File: config.mk
export PLATFORM = sky130hd
export DESIGN_NAME = smc_mgmt_regs
export DESIGN_NICKNAME = d
export VERILOG_FILES = /design/src/smc_pkg.sv /design/src/smc_mgmt_regs.sv /design/src/smc_logic_reset.sv
export SDC_FILE = /design/constraint.sdc
export NUM_CORES = 1
export LEC_CHECK = 0
export BUFFER_PORTS_ARGS = -buffer_cell sky130_fd_sc_hd__clkbuf_2
export CAP_MARGIN = 20
export CORE_MARGIN = 2
export CORE_UTILIZATION = 45
export DETAILED_ROUTE_END_ITERATION = 7
export PLACE_DENSITY = 0.62
export SYNTH_ARGS = -nofsm -noshare
export SYNTH_HDL_FRONTEND = slang
export SYNTH_HIERARCHICAL = 1
export SYNTH_SLANG_ARGS = --single-unit
File: constraint.sdc
create_clock -name clock -period 2.05 [get_ports clock]
set_clock_uncertainty 0.1 [all_clocks]
set_input_delay 0 -clock clock [delete_from_list [all_inputs] [get_ports clock]]
set_output_delay 0 -clock clock [all_outputs]
set_load 0.005 [all_outputs]
File: src/smc_pkg.sv
// Package: register map, field layout, codes and timing for the serdes management bank
package smc_pkg;
    // MDIO frame fields
    localparam logic [1:0] SMC_START = 2'b01;
    localparam logic [1:0] SMC_OP_WRITE = 2'b01;
    localparam logic [1:0] SMC_OP_READ = 2'b11;
    localparam logic [4:0] SMC_PORT_ADDR = 5'h01;
    localparam logic [4:0] SMC_DEV_ADDR = 5'h1e;
    // Header bits after the start pattern: op, port, device, register
    localparam logic [5:0] SMC_HDR_BITS = 6'd17;
    localparam logic [5:0] SMC_FRAME_BITS = 6'd32;
    localparam logic [15:0] SMC_ALL_ONES = 16'hffff;
    localparam logic [15:0] SMC_ALL_ZEROS = 16'h0000;
    // Register offsets
    localparam logic [4:0] SMC_OFS_VENDOR_ID = 5'h02;
    localparam logic [4:0] SMC_OFS_VENDOR_PART = 5'h03;
    localparam logic [4:0] SMC_OFS_RESET = 5'h04;
    localparam logic [4:0] SMC_OFS_RX_EQUALIZATION_LEVEL = 5'h05;
    localparam logic [4:0] SMC_OFS_TX_DEEMPHASIS_LEVEL = 5'h06;
    localparam logic [4:0] SMC_OFS_LOOPBACK = 5'h07;
    localparam logic [4:0] SMC_OFS_MGMT_REQ = 5'h08;
    localparam logic [4:0] SMC_OFS_SELF_TEST = 5'h09;
    localparam logic [4:0] SMC_OFS_VENDOR_ID_M = 5'h0e;
    localparam logic [4:0] SMC_OFS_VENDOR_PART_M = 5'h0f;
    // Field positions
    localparam int SMC_RX_RST_BIT = 8;
    localparam int SMC_TX_RST_BIT = 0;
    localparam int SMC_FL_BYPASS_BIT = 15;
    localparam int SMC_RX_OE_BIT = 10;
    localparam int SMC_RX_ST_EN_BIT = 9;
    localparam int SMC_TX_ST_EN_BIT = 8;
    // Reset values
    localparam logic [15:0] SMC_RESET_RST = 16'hffff;
    localparam logic [15:0] SMC_RX_EQUALIZATION_LEVEL_RST = 16'h0000;
    localparam logic [15:0] SMC_TX_DEEMPHASIS_LEVEL_RST = 16'h2000;
    localparam logic [15:0] SMC_LOOPBACK_RST = 16'h0000;
    localparam logic [15:0] SMC_MGMT_REQ_VAL = 16'h8000;
    localparam logic [15:0] SMC_SELF_TEST_RST = 16'h0000;
    // Identity fields, values arbitrary
    localparam logic [15:0] SMC_VENDOR_ID = 16'h1234;
    localparam logic [5:0] SMC_VENDOR_HI = 6'h0a;
    localparam logic [5:0] SMC_PART_NUM = 6'h15;
    localparam logic [3:0] SMC_REVISION = 4'h1;
    // Logic reset hold time after a clear, and clock loss timeout
    localparam int SMC_CLK_MHZ = 50;
    localparam int SMC_HOLD_NS = 100;
    localparam logic [3:0] SMC_HOLD_CYC = 4'((SMC_HOLD_NS * SMC_CLK_MHZ) / 1000);
    localparam logic [3:0] SMC_REF_TIMEOUT = 4'hf;

    typedef enum logic [2:0] {
        SMC_LB_NORMAL, SMC_LB_LOCAL, SMC_LB_LINE, SMC_LB_SPEC_LOCAL, SMC_LB_SPEC_LINE, SMC_LB_DIGITAL
    } smc_loop_mode_t;
    typedef enum logic [1:0] {SMC_PAT_COMPLIANCE_JITTER_PATTERN, SMC_PAT_PRWS, SMC_PAT_RESERVED} smc_pattern_t;

    typedef struct packed {
        logic rx_verify_en;
        logic tx_gen_en;
        logic rx_out_en;
        smc_pattern_t rx_pattern;
        smc_pattern_t tx_pattern;
    } smc_self_test_t;
endpackage

File: src/smc_mgmt_regs.sv
// MDIO slave and management register bank of the serdes
`timescale 1ns/1ns
// How it works
// - Writing 0 to receive reset bit resets rx logic; bit self-restores to 1.
// - Writing 0 to transmit reset bit resets tx logic; bit self-restores to 1.
// - Without reference clock, triggered resets hold and bits stay 0.
// - Frame-loss bypass bit disables frame-loss supervision; resets to 0.
// - Receive equalization field applies only while both select pins are low.
// - Upper byte of de-emphasis register sets hyperframe length; resets to 20h.
// - Tx_deemphasis_ctrl field applies only while both select pins are low.
// - Loopback field: 0000 normal, xxx1 local, xx10 line.
// - Loopback 1000 special local, 0100 special line, 1100 digital.
// - Undefined loopback codes give normal operation.
// - Management-required register reads 10 in top bits.
// - Receive output enable drives parallel outputs while the rx verifier (bit 9) is enabled.
// - Bit 9 enables rx verifier, bit 8 tx generator, independently.
// - Rx pattern: 00/11 compliance jitter, 01 pseudo-random, 10 reserved.
// - Tx pattern: 00/11 compliance jitter, 01 pseudo-random, 10 reserved.
// - Reserved bits read undefined; here they read zero.
// - Second identifier word: vendor high bits, part number, revision, read-only.
// - Identifier words mirrored at 0Eh and 0Fh.
// - Reset bits are write-and-clear; software re-reads to confirm restore.
// - Read: release line in first turnaround bit, drive 0 in second, then data.
// - Wrong port, right device reads all ones; right port, wrong device zeros.
module smc_mgmt_regs import smc_pkg::*; (
    input wire logic clock, // system clock
    input wire logic rst, // synchronous reset, active high
    input wire logic device_reset_pin_n, // device reset pin, low resets bank
    input wire logic reference_input_clock, // reference clock, sampled
    input wire logic mdc, // management clock, sampled
    input wire logic mdio_in, // management data in
    output logic mdio_out, // management data out
    output logic mdio_oe, // management data drive enable
    input wire logic [1:0] equalization_select_pins, // eq pins
    input wire logic [1:0] deemphasis_select_pins, // de-emphasis pins
    output logic rx_logic_reset_n, // rx logic reset, low active
    output logic tx_logic_reset_n, // tx logic reset, low active
    output logic frame_loss_bypass, // disables frame-loss supervision
    output logic [1:0] rx_equalization_level, // equalizer setting
    output logic [1:0] tx_deemphasis_level, // de-emphasis setting
    output logic [7:0] hyperframe_length, // non-standard hyperframe length
    output smc_loop_mode_t loop_mode, // decoded loopback mode
    output smc_self_test_t self_test, // self-test controls
    output logic rx_parallel_out_en // rx parallel output pins enable
);
    typedef enum {SMC_IDLE, SMC_PRE, SMC_HDR, SMC_TA, SMC_DATA} smc_state_t;

    logic bank_rst;
    assign bank_rst = rst || !device_reset_pin_n;

    // Register storage
    logic [15:0] rx_equalization_level_reg, rx_equalization_level_next, tx_deemphasis_level_reg, tx_deemphasis_level_next;
    logic [15:0] loop_reg, loop_next, st_reg, st_next;

    // Frame engine
    smc_state_t state_reg, state_next;
    logic [5:0] cnt_reg, cnt_next;
    logic [16:0] hdr_reg, hdr_next, hdr_shift;
    logic [15:0] sh_reg, sh_next;
    logic mdc_d_reg, ref_d_reg, ref_d2_reg;
    logic [3:0] ref_cnt_reg, ref_cnt_next;
    logic mdio_out_next, mdio_oe_next;
    logic rx_clr, tx_clr, wr_commit;
    logic rx_rst_bit, tx_rst_bit;
    logic mdc_rise, mdc_fall;
    logic ref_ok;

    assign mdc_rise = mdc && !mdc_d_reg;
    assign mdc_fall = !mdc && mdc_d_reg;
    assign ref_ok = ref_cnt_reg != SMC_REF_TIMEOUT;

    // Header fields: op[16:15] port[14:10] dev[9:5] reg[4:0]; start already matched
    logic [1:0] h_op;
    logic [4:0] h_port, h_dev, h_ofs;
    assign h_op = hdr_reg[16:15];
    assign h_port = hdr_reg[14:10];
    assign h_dev = hdr_reg[9:5];
    assign h_ofs = hdr_reg[4:0];
    assign hdr_shift = {hdr_reg[15:0], mdio_in};

    function automatic logic [15:0] read_word(input logic [4:0] ofs);
        case (ofs)
            SMC_OFS_VENDOR_ID, SMC_OFS_VENDOR_ID_M: read_word = SMC_VENDOR_ID;
            SMC_OFS_VENDOR_PART, SMC_OFS_VENDOR_PART_M:
                read_word = {SMC_VENDOR_HI, SMC_PART_NUM, SMC_REVISION};
            SMC_OFS_RESET: begin
                read_word = 16'h0000;
                read_word[SMC_RX_RST_BIT] = rx_rst_bit;
                read_word[SMC_TX_RST_BIT] = tx_rst_bit;
            end
            SMC_OFS_RX_EQUALIZATION_LEVEL: read_word = rx_equalization_level_reg & 16'h8003;
            SMC_OFS_TX_DEEMPHASIS_LEVEL: read_word = tx_deemphasis_level_reg & 16'hff03;
            SMC_OFS_LOOPBACK: read_word = loop_reg & 16'h000f;
            SMC_OFS_MGMT_REQ: read_word = SMC_MGMT_REQ_VAL;
            SMC_OFS_SELF_TEST: read_word = st_reg & 16'h0733;
            default: read_word = 16'h0000;
        endcase
    endfunction

    // Read word chosen on the last header bit, from the full header
    logic [15:0] rd_word;
    always_comb begin
        rd_word = SMC_ALL_ZEROS;
        if (hdr_shift[9:5] == SMC_DEV_ADDR) begin
            rd_word = (hdr_shift[14:10] == SMC_PORT_ADDR) ? read_word(hdr_shift[4:0]) : SMC_ALL_ONES;
        end
    end

    // Frame engine next state
    always_comb begin
        state_next = state_reg;
        cnt_next = cnt_reg;
        hdr_next = hdr_reg;
        sh_next = sh_reg;
        mdio_out_next = mdio_out;
        mdio_oe_next = mdio_oe;
        wr_commit = 1'b0;
        if (mdc_rise) begin
            case (state_reg)
                SMC_IDLE: begin
                    if (!mdio_in) begin
                        state_next = SMC_PRE;
                    end
                end
                SMC_PRE: begin
                    state_next = mdio_in ? SMC_HDR : SMC_IDLE;
                    cnt_next = 6'd0;
                end
                SMC_HDR: begin
                    hdr_next = hdr_shift;
                    cnt_next = cnt_reg + 6'd1;
                    if (cnt_reg == SMC_HDR_BITS - 6'd1) begin
                        state_next = SMC_TA;
                        cnt_next = 6'd0;
                        // Captured once, so the word cannot tear while it is shifted out
                        sh_next = rd_word;
                    end
                end
                SMC_TA: begin
                    cnt_next = cnt_reg + 6'd1;
                    if (cnt_reg == 6'd1) begin
                        state_next = SMC_DATA;
                        cnt_next = 6'd0;
                    end
                end
                SMC_DATA: begin
                    cnt_next = cnt_reg + 6'd1;
                    if (h_op == SMC_OP_WRITE) begin
                        sh_next = {sh_reg[14:0], mdio_in};
                    end
                    if (cnt_reg == 6'd15) begin
                        state_next = SMC_IDLE;
                        mdio_oe_next = 1'b0;
                        // Commit on the last data bit only, never mid-frame
                        wr_commit = h_op == SMC_OP_WRITE && h_port == SMC_PORT_ADDR
                            && h_dev == SMC_DEV_ADDR;
                    end
                end
                default: state_next = SMC_IDLE;
            endcase
        end
        // Device drives after the falling edge so the station samples settled data
        if (mdc_fall) begin
            if (state_reg == SMC_TA && cnt_reg == 6'd1 && h_op == SMC_OP_READ) begin
                mdio_oe_next = 1'b1;
                mdio_out_next = 1'b0;
            end else if (state_reg == SMC_DATA && mdio_oe) begin
                mdio_out_next = sh_reg[15];
                sh_next = {sh_reg[14:0], 1'b0};
            end else begin
                mdio_oe_next = 1'b0;
                mdio_out_next = 1'b0;
            end
        end
    end

    // Register next values
    logic [15:0] wr_data;
    assign wr_data = {sh_reg[14:0], mdio_in};
    always_comb begin
        rx_equalization_level_next = rx_equalization_level_reg;
        tx_deemphasis_level_next = tx_deemphasis_level_reg;
        loop_next = loop_reg;
        st_next = st_reg;
        rx_clr = 1'b0;
        tx_clr = 1'b0;
        if (wr_commit) begin
            case (h_ofs)
                SMC_OFS_RESET: begin
                    rx_clr = !wr_data[SMC_RX_RST_BIT];
                    tx_clr = !wr_data[SMC_TX_RST_BIT];
                end
                SMC_OFS_RX_EQUALIZATION_LEVEL: rx_equalization_level_next = wr_data;
                SMC_OFS_TX_DEEMPHASIS_LEVEL: tx_deemphasis_level_next = wr_data;
                SMC_OFS_LOOPBACK: loop_next = wr_data;
                SMC_OFS_SELF_TEST: st_next = wr_data;
                default: ;
            endcase
        end
    end

    always_ff @(posedge clock) begin
        if (bank_rst) begin
            state_reg <= SMC_IDLE;
            cnt_reg <= 6'd0;
            hdr_reg <= 17'h00000;
            sh_reg <= 16'h0000;
            mdio_out <= 1'b0;
            mdio_oe <= 1'b0;
            rx_equalization_level_reg <= SMC_RX_EQUALIZATION_LEVEL_RST;
            tx_deemphasis_level_reg <= SMC_TX_DEEMPHASIS_LEVEL_RST;
            loop_reg <= SMC_LOOPBACK_RST;
            st_reg <= SMC_SELF_TEST_RST;
        end else begin
            state_reg <= state_next;
            cnt_reg <= cnt_next;
            hdr_reg <= hdr_next;
            sh_reg <= sh_next;
            mdio_out <= mdio_out_next;
            mdio_oe <= mdio_oe_next;
            rx_equalization_level_reg <= rx_equalization_level_next;
            tx_deemphasis_level_reg <= tx_deemphasis_level_next;
            loop_reg <= loop_next;
            st_reg <= st_next;
        end
    end

    // Sampling flops for mdc and the reference clock; reference loss timeout
    always_comb begin
        ref_cnt_next = ref_cnt_reg;
        if (ref_d_reg != ref_d2_reg) begin
            ref_cnt_next = 4'h0;
        end else if (ref_cnt_reg != SMC_REF_TIMEOUT) begin
            ref_cnt_next = ref_cnt_reg + 4'h1;
        end
    end
    always_ff @(posedge clock) begin
        if (rst) begin
            mdc_d_reg <= 1'b0;
            ref_d_reg <= 1'b0;
            ref_d2_reg <= 1'b0;
            ref_cnt_reg <= 4'h0;
        end else begin
            mdc_d_reg <= mdc;
            ref_d_reg <= reference_input_clock;
            ref_d2_reg <= ref_d_reg;
            ref_cnt_reg <= ref_cnt_next;
        end
    end

    smc_logic_reset u_rx_rst (
        .clock(clock),
        .rst(bank_rst),
        .clear_req(rx_clr),
        .ref_ok(ref_ok),
        .bit_reg(rx_rst_bit)
    );
    smc_logic_reset u_tx_rst (
        .clock(clock),
        .rst(bank_rst),
        .clear_req(tx_clr),
        .ref_ok(ref_ok),
        .bit_reg(tx_rst_bit)
    );

    // Decoded outputs
    smc_loop_mode_t lb_next;
    smc_self_test_t st_dec;
    function automatic smc_pattern_t pat_dec(input logic [1:0] code);
        case (code)
            2'b01: pat_dec = SMC_PAT_PRWS;
            2'b10: pat_dec = SMC_PAT_RESERVED;
            default: pat_dec = SMC_PAT_COMPLIANCE_JITTER_PATTERN;
        endcase
    endfunction
    always_comb begin
        casez (loop_reg[3:0])
            4'b???1: lb_next = SMC_LB_LOCAL;
            4'b??10: lb_next = SMC_LB_LINE;
            4'b1000: lb_next = SMC_LB_SPEC_LOCAL;
            4'b0100: lb_next = SMC_LB_SPEC_LINE;
            4'b1100: lb_next = SMC_LB_DIGITAL;
            default: lb_next = SMC_LB_NORMAL;
        endcase
        st_dec.rx_verify_en = st_reg[SMC_RX_ST_EN_BIT];
        st_dec.tx_gen_en = st_reg[SMC_TX_ST_EN_BIT];
        st_dec.rx_out_en = st_reg[SMC_RX_OE_BIT];
        st_dec.rx_pattern = pat_dec(st_reg[5:4]);
        st_dec.tx_pattern = pat_dec(st_reg[1:0]);
    end
    always_ff @(posedge clock) begin
        if (bank_rst) begin
            rx_logic_reset_n <= 1'b0;
            tx_logic_reset_n <= 1'b0;
            frame_loss_bypass <= 1'b0;
            rx_equalization_level <= 2'b00;
            tx_deemphasis_level <= 2'b00;
            hyperframe_length <= SMC_TX_DEEMPHASIS_LEVEL_RST[15:8];
            loop_mode <= SMC_LB_NORMAL;
            self_test <= '0;
            rx_parallel_out_en <= 1'b0;
        end else begin
            rx_logic_reset_n <= rx_rst_bit;
            tx_logic_reset_n <= tx_rst_bit;
            frame_loss_bypass <= rx_equalization_level_reg[SMC_FL_BYPASS_BIT];
            rx_equalization_level <= (equalization_select_pins == 2'b00) ? rx_equalization_level_reg[1:0]
                : equalization_select_pins;
            tx_deemphasis_level <= (deemphasis_select_pins == 2'b00) ? tx_deemphasis_level_reg[1:0]
                : deemphasis_select_pins;
            hyperframe_length <= tx_deemphasis_level_reg[15:8];
            loop_mode <= lb_next;
            self_test <= st_dec;
            rx_parallel_out_en <= st_dec.rx_out_en && st_dec.rx_verify_en;
        end
    end

    property p_fl_bypass;
        @(posedge clock) disable iff (bank_rst)
            $past(bank_rst) || frame_loss_bypass == $past(rx_equalization_level_reg[SMC_FL_BYPASS_BIT]);
    endproperty
    a_fl_bypass: assert property (p_fl_bypass) else $error("bypass mismatch");
    property p_eq_pins;
        @(posedge clock) disable iff (bank_rst)
            !$past(bank_rst) && $past(equalization_select_pins) != 2'b00
                |-> rx_equalization_level == $past(equalization_select_pins);
    endproperty
    a_eq_pins: assert property (p_eq_pins) else $error("eq pins ignored");
    property p_loop_digital;
        @(posedge clock) disable iff (bank_rst) $past(loop_reg[3:0]) == 4'b1100 |-> loop_mode == SMC_LB_DIGITAL;
    endproperty
    a_loop_digital: assert property (p_loop_digital) else $error("digital loopback");
    property p_rx_restore;
        @(posedge clock) disable iff (bank_rst) $rose(rx_rst_bit) |=> rx_logic_reset_n;
    endproperty
    a_rx_restore: assert property (p_rx_restore) else $error("rx reset not released");
    property p_tx_restore;
        @(posedge clock) disable iff (bank_rst) $rose(tx_rst_bit) |=> tx_logic_reset_n;
    endproperty
    a_tx_restore: assert property (p_tx_restore) else $error("tx reset not released");
endmodule // smc_mgmt_regs

File: src/smc_logic_reset.sv
// Self-restoring logic reset channel for one reset bit
`timescale 1ns/1ns
module smc_logic_reset import smc_pkg::*; (
    input wire logic clock, // system clock
    input wire logic rst, // synchronous reset
    input wire logic clear_req, // pulse: software wrote 0
    input wire logic ref_ok, // reference clock present
    output logic bit_reg // readback and active-low logic reset
);
    logic [3:0] cnt_reg, cnt_next;
    logic bit_next;

    always_comb begin
        bit_next = bit_reg;
        cnt_next = cnt_reg;
        if (clear_req) begin
            bit_next = 1'b0;
            cnt_next = SMC_HOLD_CYC;
        end else if (!bit_reg && ref_ok) begin
            // Stuck in reset while the reference is missing
            if (cnt_reg <= 4'h1) begin
                bit_next = 1'b1;
            end else begin
                cnt_next = cnt_reg - 4'h1;
            end
        end
    end

    always_ff @(posedge clock) begin
        if (rst) begin
            bit_reg <= 1'b1;
            cnt_reg <= 4'h0;
        end else begin
            bit_reg <= bit_next;
            cnt_reg <= cnt_next;
        end
    end

    property p_no_release_without_ref;
        @(posedge clock) disable iff (rst) (!bit_reg && !ref_ok && !clear_req) |=> !bit_reg;
    endproperty
    a_no_release_without_ref: assert property (p_no_release_without_ref) else $error("reset released early");
endmodule // smc_logic_reset

# ---- Yosys cells after proc, flatten, opt, wreduce, memory -nomap -nowiden
# Cells that the tools add are included.
dict set report word_totals {
  output_inout_bits 28
  register_bits 163
}
dict set report op_classes {
  n_mux 51
  eq_ne 46
  reduce_logical 44
  bitwise 2
  magnitude_cmp 2
  add_sub_neg 4
}
# op n
set op_table {}
lappend op_table {{case mux 32 bit (5 select lines)} 1}
lappend op_table {{two-way mux 16 bit} 8}
lappend op_table {{two-way mux 32 bit} 4}
lappend op_table {{case mux 16 bit (8 select lines)} 1}
lappend op_table {{equality test 32 x 2 -> 1 bit, second input constant} 2}
lappend op_table {{equality test 32 x 3 -> 1 bit, second input constant} 2}
lappend op_table {{equality test 5 x 3 -> 1 bit, second input constant} 8}
lappend op_table {{equality test 32 x 1 -> 1 bit, second input constant} 1}
lappend op_table {{equality test 32 x 4 -> 1 bit, second input constant} 1}
lappend op_table {{zero test 32 bit} 1}
lappend op_table {{case mux 16 bit (2 select lines)} 1}
lappend op_table {{equality test 5 x 4 -> 1 bit, second input constant} 5}
lappend op_table {{case mux 6 bit (4 select lines)} 1}
lappend op_table {{AND reduction 2 bit} 12}
lappend op_table {{two-way mux 1 bit} 21}
lappend op_table {{two-way mux 3 bit} 6}
lappend op_table {{case mux 3 bit (5 select lines)} 1}
lappend op_table {{two-way mux 6 bit} 2}
lappend op_table {{inequality test 2 bit, second input constant} 6}
lappend op_table {{equality test 5 x 1 -> 1 bit, second input constant} 2}
lappend op_table {{equality test 5 x 2 -> 1 bit, second input constant} 2}
lappend op_table {{equality test 5 bit, second input constant} 2}
lappend op_table {{logical AND 1 bit} 10}
lappend op_table {{OR reduction 2 bit} 5}
lappend op_table {{other kinds (22)} 44}

# ---- Logic depth before layout (Yosys ltp)
dict set report depth {
  ltp_word 11
  depth_mapped 9
}

# ---- By module
# Netlist, hierarchy kept.
# module cells_each instances seq_area_each_um2 area_each_um2
set modules_own_cells {}
lappend modules_own_cells {smc_mgmt_regs 534 1 2021.9 4660.7}
lappend modules_own_cells {smc_logic_reset 31 2 100.1 282.8}

# ---- Least setup slack after synthesis
# OpenSTA, ideal clock, no wires.
dict set report synth_path {
  path_type {register to register}
  start {reg state_reg[2]}
  end {reg u_rx_rst.cnt_reg[0]}
  t_arrival_ns 1.976
  path_stages_with_launch 8
  setup_time_ns 0.088
  slack_ns -0.114
  t_required_ns 1.862
  cell_sequence {dfxtp_1 nor3b_4 nand2_1 nor2_1 nand3_1 nor3_1 a2111oi_0 a211oi_1}
}
dict set report synth_between {
  elab_chain_cells 6
  elab_cells_between_ends 8
  cone_classes {2 x eq/ne; 4 x mux; 2 x reduce/logical}
}
# element line
set synth_lines {}
lappend synth_lines {{from (decl)} smc_mgmt_regs.sv:56} ;# smc_state_t state_reg, state_next;
lappend synth_lines {{from (signal assigned)} smc_mgmt_regs.sv:215} ;# state_reg <= state_next;
lappend synth_lines {{equality test 32 x 3 -> 1 bit *} smc_mgmt_regs.sv:119} ;# case (state_reg)
lappend synth_lines {{two-way mux 1 bit *} smc_mgmt_regs.sv:119}
lappend synth_lines {{two-way mux 1 bit *} smc_mgmt_regs.sv:118} ;# if (mdc_rise) begin
lappend synth_lines {{two-way mux 1 bit *} smc_mgmt_regs.sv:187} ;# if (wr_commit) begin
lappend synth_lines {{named net rx_clr} smc_mgmt_regs.sv:63} ;# logic rx_clr, tx_clr, wr_commit;
lappend synth_lines {{inequality test 2 bit (no source line) or nonzero test 2 bit (tied branches)} n/a}
lappend synth_lines {{AND reduction 2 bit (no source line)} n/a}
lappend synth_lines {{to (signal assigned)} smc_logic_reset.sv:35} ;# cnt_reg <= cnt_next;
lappend synth_lines {{to (decl)} smc_logic_reset.sv:10} ;# logic [3:0] cnt_reg, cnt_next;
# The timed path passes the listed nets; every way through them passes the cells marked *.
# A chain may end at the register's enable or synchronous reset.

# ---- Worst setup path after layout
dict set report layout_path {
  start {reg hdr_reg[12]}
  end {reg sh_reg[13]}
}
dict set report layout_between {
  elab_chain_cells 9
}
# element line
set layout_lines {}
lappend layout_lines {{from (decl)} smc_mgmt_regs.sv:58} ;# logic [16:0] hdr_reg, hdr_next, hdr_shift;
lappend layout_lines {{from (signal assigned)} smc_mgmt_regs.sv:217} ;# hdr_reg <= hdr_next;
lappend layout_lines {{equality test 5 x 1 -> 1 bit *} smc_mgmt_regs.sv:105} ;# rd_word = (hdr_shift[14:10] == SMC_PORT_ADDR) ? read_word(hdr_shift[4:0]) : SMC_ALL_ONES;
lappend layout_lines {{two-way mux 16 bit *} smc_mgmt_regs.sv:105}
lappend layout_lines {{two-way mux 16 bit *} smc_mgmt_regs.sv:104} ;# if (hdr_shift[9:5] == SMC_DEV_ADDR) begin
lappend layout_lines {{two-way mux 16 bit *} smc_mgmt_regs.sv:132} ;# if (cnt_reg == SMC_HDR_BITS - 6'd1) begin
lappend layout_lines {{case mux 16 bit (2 select lines) *} smc_mgmt_regs.sv:119}
lappend layout_lines {{two-way mux 16 bit *} smc_mgmt_regs.sv:118}
lappend layout_lines {{two-way mux 16 bit} smc_mgmt_regs.sv:167} ;# end else if (state_reg == SMC_DATA && mdio_oe) begin
lappend layout_lines {{two-way mux 16 bit} smc_mgmt_regs.sv:164} ;# if (state_reg == SMC_TA && cnt_reg == 6'd1 && h_op == SMC_OP_READ) begin
lappend layout_lines {{two-way mux 16 bit *} smc_mgmt_regs.sv:163} ;# if (mdc_fall) begin
lappend layout_lines {{to (signal assigned)} smc_mgmt_regs.sv:218} ;# sh_reg <= sh_next;
lappend layout_lines {{to (decl)} smc_mgmt_regs.sv:59} ;# logic [15:0] sh_reg, sh_next;
# Mark *: on every way between the ends. The rest lies on a longest branch, timed or not.

==> reports/qor.txt <==
==================================================================================================
Final weighted congestion in routability-driven placement ...........................       0.9309
Post-synth EDFFs ....................................................................            0
Share of the core filled with cells in the final layout .............................       57.22%
Total of fill cells in the finished design ..........................................         1016
Width of the die ....................................................................     111.8 um
Number of warnings reported in the yosys synthesis log ..............................            6
DRT Wirelength ......................................................................     13860 um
Worst Setup End Kind ................................................................         flop
Slew @ Worst Pin ....................................................................     591.8 ps
Worst path setup slack after routing ................................................     26.61 ps
Number of maximum-capacitance constraint violations .................................            0
Insertion delay of the later-clocked pin in the worst-skew pair .....................       360 ps
Top fanout value on the critical path ...............................................            4
TritonCTS clock tree ................................................................         done
Syn-to-layout area delta ............................................................       24.49%
Synthesized flop and latch total ....................................................          111
Flip-flop count of the largest register, all copies and words added .................           17
Net count, final ....................................................................          711
Fraction of layout instances using a drive strength above 1 .........................       24.21%
RSZ-0062 raised after global routing ................................................         true
Final routed wire length divided by cell count ......................................     16.49 um
ANT cells ...........................................................................            0
Fmax ................................................................................   0.4942 GHz
Power per unit of standard cell area ................................................ 637.2 nW/um^2
Area used by multi-input combinational logic ........................................    2884 um^2
Type of the setup path with the least slack ......................................... flop to flop
Number of endpoints with negative hold slack in the final report ....................            0
Global-route wire length before repair ..............................................     23020 um
Initial antenna violation count .....................................................            0
Buffer levels on the longest clock path .............................................            2
Most used flip-flop cell after synthesis ............................................ sky130_fd_sc_hd__dfxtp_1
Result of the run ...................................................................    completed
Global router's overall resource usage ..............................................       22.65%
Initial drt markers .................................................................          315
Period utilisation layout ...........................................................       98.70%
Die H ...............................................................................     111.8 um
Antenna-violating nets left .........................................................            0
Die outline area ....................................................................   12490 um^2
Async set-or-reset flop fraction in the synthesized netlist .........................           0%
Data required time of the critical path .............................................      2190 ps
IO buf count ........................................................................           37
Total clock buffers created by CTS ..................................................            9
Highest-count cells in the layout ignoring fill and taps ............................ sky130_fd_sc_hd__dfxtp_1 (99), sky130_fd_sc_hd__nand2_1 (66), sky130_fd_sc_hd__buf_4 (63)
Arrival time of the worst setup path ................................................      2170 ps
Core area ...........................................................................   11370 um^2
Clock transition time at the flip-flop clock pins of the worst setup and hold paths .        70 ps
Via density per instance ............................................................        5.707
Number of levels the H-tree was split into ..........................................            3
Netlist cell types ..................................................................           73
Tmin final ..........................................................................      2023 ps
Root Buffer ......................................................................... sky130_fd_sc_hd__clkbuf_16
# IOs ...............................................................................           38
Number of iterations in the first detailed-routing pass .............................            5
Number of placement rows ............................................................           39
Initial standard-cell utilization of the core .......................................       45.97%
Synthesized Nets ....................................................................          614
Global route total overflow .........................................................            0
Max stage delay cell, worst path .................................................... sky130_fd_sc_hd__or4b_4
Worst slack after detailed placement ................................................    -56.09 ps
Remaining DRCs ......................................................................            0
Via count of the first global-routing pass ..........................................         4676
Cells after synthesis ...............................................................          596
Commonest non-fill, non-tap cell in the layout ...................................... sky130_fd_sc_hd__dfxtp_1
Post-synthesis sequential area ratio ................................................       42.52%
Area taken by flip-flops and latches ................................................    2237 um^2
Delay of the slowest cell on the worst path .........................................       560 ps
Maximum vdd drop ....................................................................     553.5 uV
Dpl hpwl ............................................................................      9713 um
Number of endpoints failing setup at the final stage ................................            0
Maximum number of pins on one net before global-route repair ........................           30
Critical-path cell list ............................................................. or4b_4 > a311o_1 > a21o_1 > a221oi_2 > a21oi_1
Clock sinks .........................................................................          111
Post-synthesis average cell area ....................................................   8.769 um^2
Vias after detailed routing .........................................................         4800
Leakage component of the power ......................................................     2.363 nW
Mapped cell area ....................................................................    5226 um^2
Final Max Slew Viols ................................................................            0
Relative slew slack .................................................................       60.49%
Sort of element at the start of the critical path ...................................         flop
Path type of the worst min-delay path ............................................... input pin to flop
==================================================================================================
==> report_power, final <==
group	switching (mW)	internal [mW]	total, mW
registers	0.00987	2.17	2.18
clock network	0.790	1.02	1.81
logic	0.0919	0.0686	0.161
total	0.892	3.25	4.15
==> worst paths after layout <==
kind,from,slack (ps),endpoint,depth (start not counted)
hold reg to reg,hdr_reg[4]$_SDFFE_PP0P_,370,hdr_reg[5]$_SDFFE_PP0P_,2
setup / recovery,hdr_reg[12]$_SDFFE_PP0P_,30,sh_reg[13]$_SDFF_PP0_,5
setup reg to reg,hdr_reg[12]$_SDFFE_PP0P_,30,sh_reg[13]$_SDFF_PP0_,5
hold / removal,rst,20,ref_cnt_reg[0]$_SDFFE_PP0P_,3
==> timing repair <==
item | CTS | global route
cloned | 0 | 0
hold endpoints to repair | 9 | 0
setup endpoints to repair | 3 | 30
hold buffers | 13 | 0
gates resized for setup | 4 | 23
pin swaps | 3 | 7
buffers inserted | 0 | 4
==> per-layer routing <==
layer / vias to the layer above / routed length, um / global-route usage [%]
met3: 25 / 572 / 3.919
met2: 122 / 6482 / 36.48
met4: 0 / 403 / 10.78
li1: 2343 / - / -
met1: 2310 / 6406 / 29.56
met5: - / 0 / 0
==> critical path, delay by kind of cell, from the launching register on <==
family          cells  cell delay [ps]
compound gates      4              900
flops               1              340
simple gates        1              560
==> per-stage QoR <==
stage	instances	instance area [um^2]	TNS (ps)	total power, mW	hold WS, ps
floorplan	596	5226	-420.3	2.307	-28.39
global placement	808	5954	0	2.362	119.4
detailed placement	808	5954	-56.09	2.366	129.4
CTS	837	6405	0	4.185	14.93
global route	841	6506	-110.2	4.269	32.91
finish	841	6506	0	4.146	17.90
==> cells by family (layout without fill, tap and decap cells) <==
kind of cell	count (synthesis)	after routing	share of synthesized area, %
AO/OA/AOI/OAI	152	152	20.06
XOR/XNOR	9	9	1.508
adder cells (fa/ha/maj)	8	8	1.915
AND/OR/NAND/NOR	237	237	24.49
multiplexers	29	29	5.818
flip-flops	111	111	42.52
buffers and inverters	50	152	3.687
==> final cells by class <==
type	count	share of cell area (%)
inverter	21	1.212
sequential	111	34.38
tap	143	2.750
timing repair buffer	115	12.60
clock buffer	12	3.942
clock inverter	4	0.7885
multi-input combinational	435	44.33
==> Yosys cell counts, drive strengths merged, types with 3 or more instances <==
| master | instances | area share, % |
|---|---|---|
| a21o | 7 | 1.1 |
| dfxtp | 111 | 43 |
| and2 | 14 | 1.7 |
| nand3 | 18 | 1.8 |
| buf | 5 | 0.45 |
| nand2b | 12 | 1.4 |
| a31oi | 4 | 0.48 |
| o21ai | 21 | 2.0 |
| a221o | 3 | 0.57 |
| o31ai | 3 | 0.43 |
| nor2b | 13 | 1.6 |
| o211ai | 9 | 1.3 |
| nand3b | 5 | 0.72 |
| a211oi | 6 | 0.96 |
| clkbuf | 24 | 1.7 |
| and3 | 6 | 0.72 |
| a22oi | 15 | 2.2 |
| inv | 20 | 1.4 |
| or3 | 5 | 0.60 |
| nor3b | 11 | 1.9 |
| xnor2 | 4 | 0.67 |
| a221oi | 9 | 1.5 |
| nor3 | 10 | 1.1 |
| nor4 | 4 | 0.89 |
| nor2 | 52 | 3.8 |
| o32ai | 4 | 0.67 |
| nand2 | 66 | 4.7 |
| o21bai | 3 | 0.43 |
| a21oi | 47 | 4.7 |
| a2111oi | 5 | 1.2 |
| mux2i | 27 | 5.2 |
| ha | 8 | 1.9 |
| or2 | 4 | 0.57 |
| nand4 | 7 | 0.84 |
| xor2 | 5 | 0.84 |
Note: power is estimated with default switching activity, not from simulation.
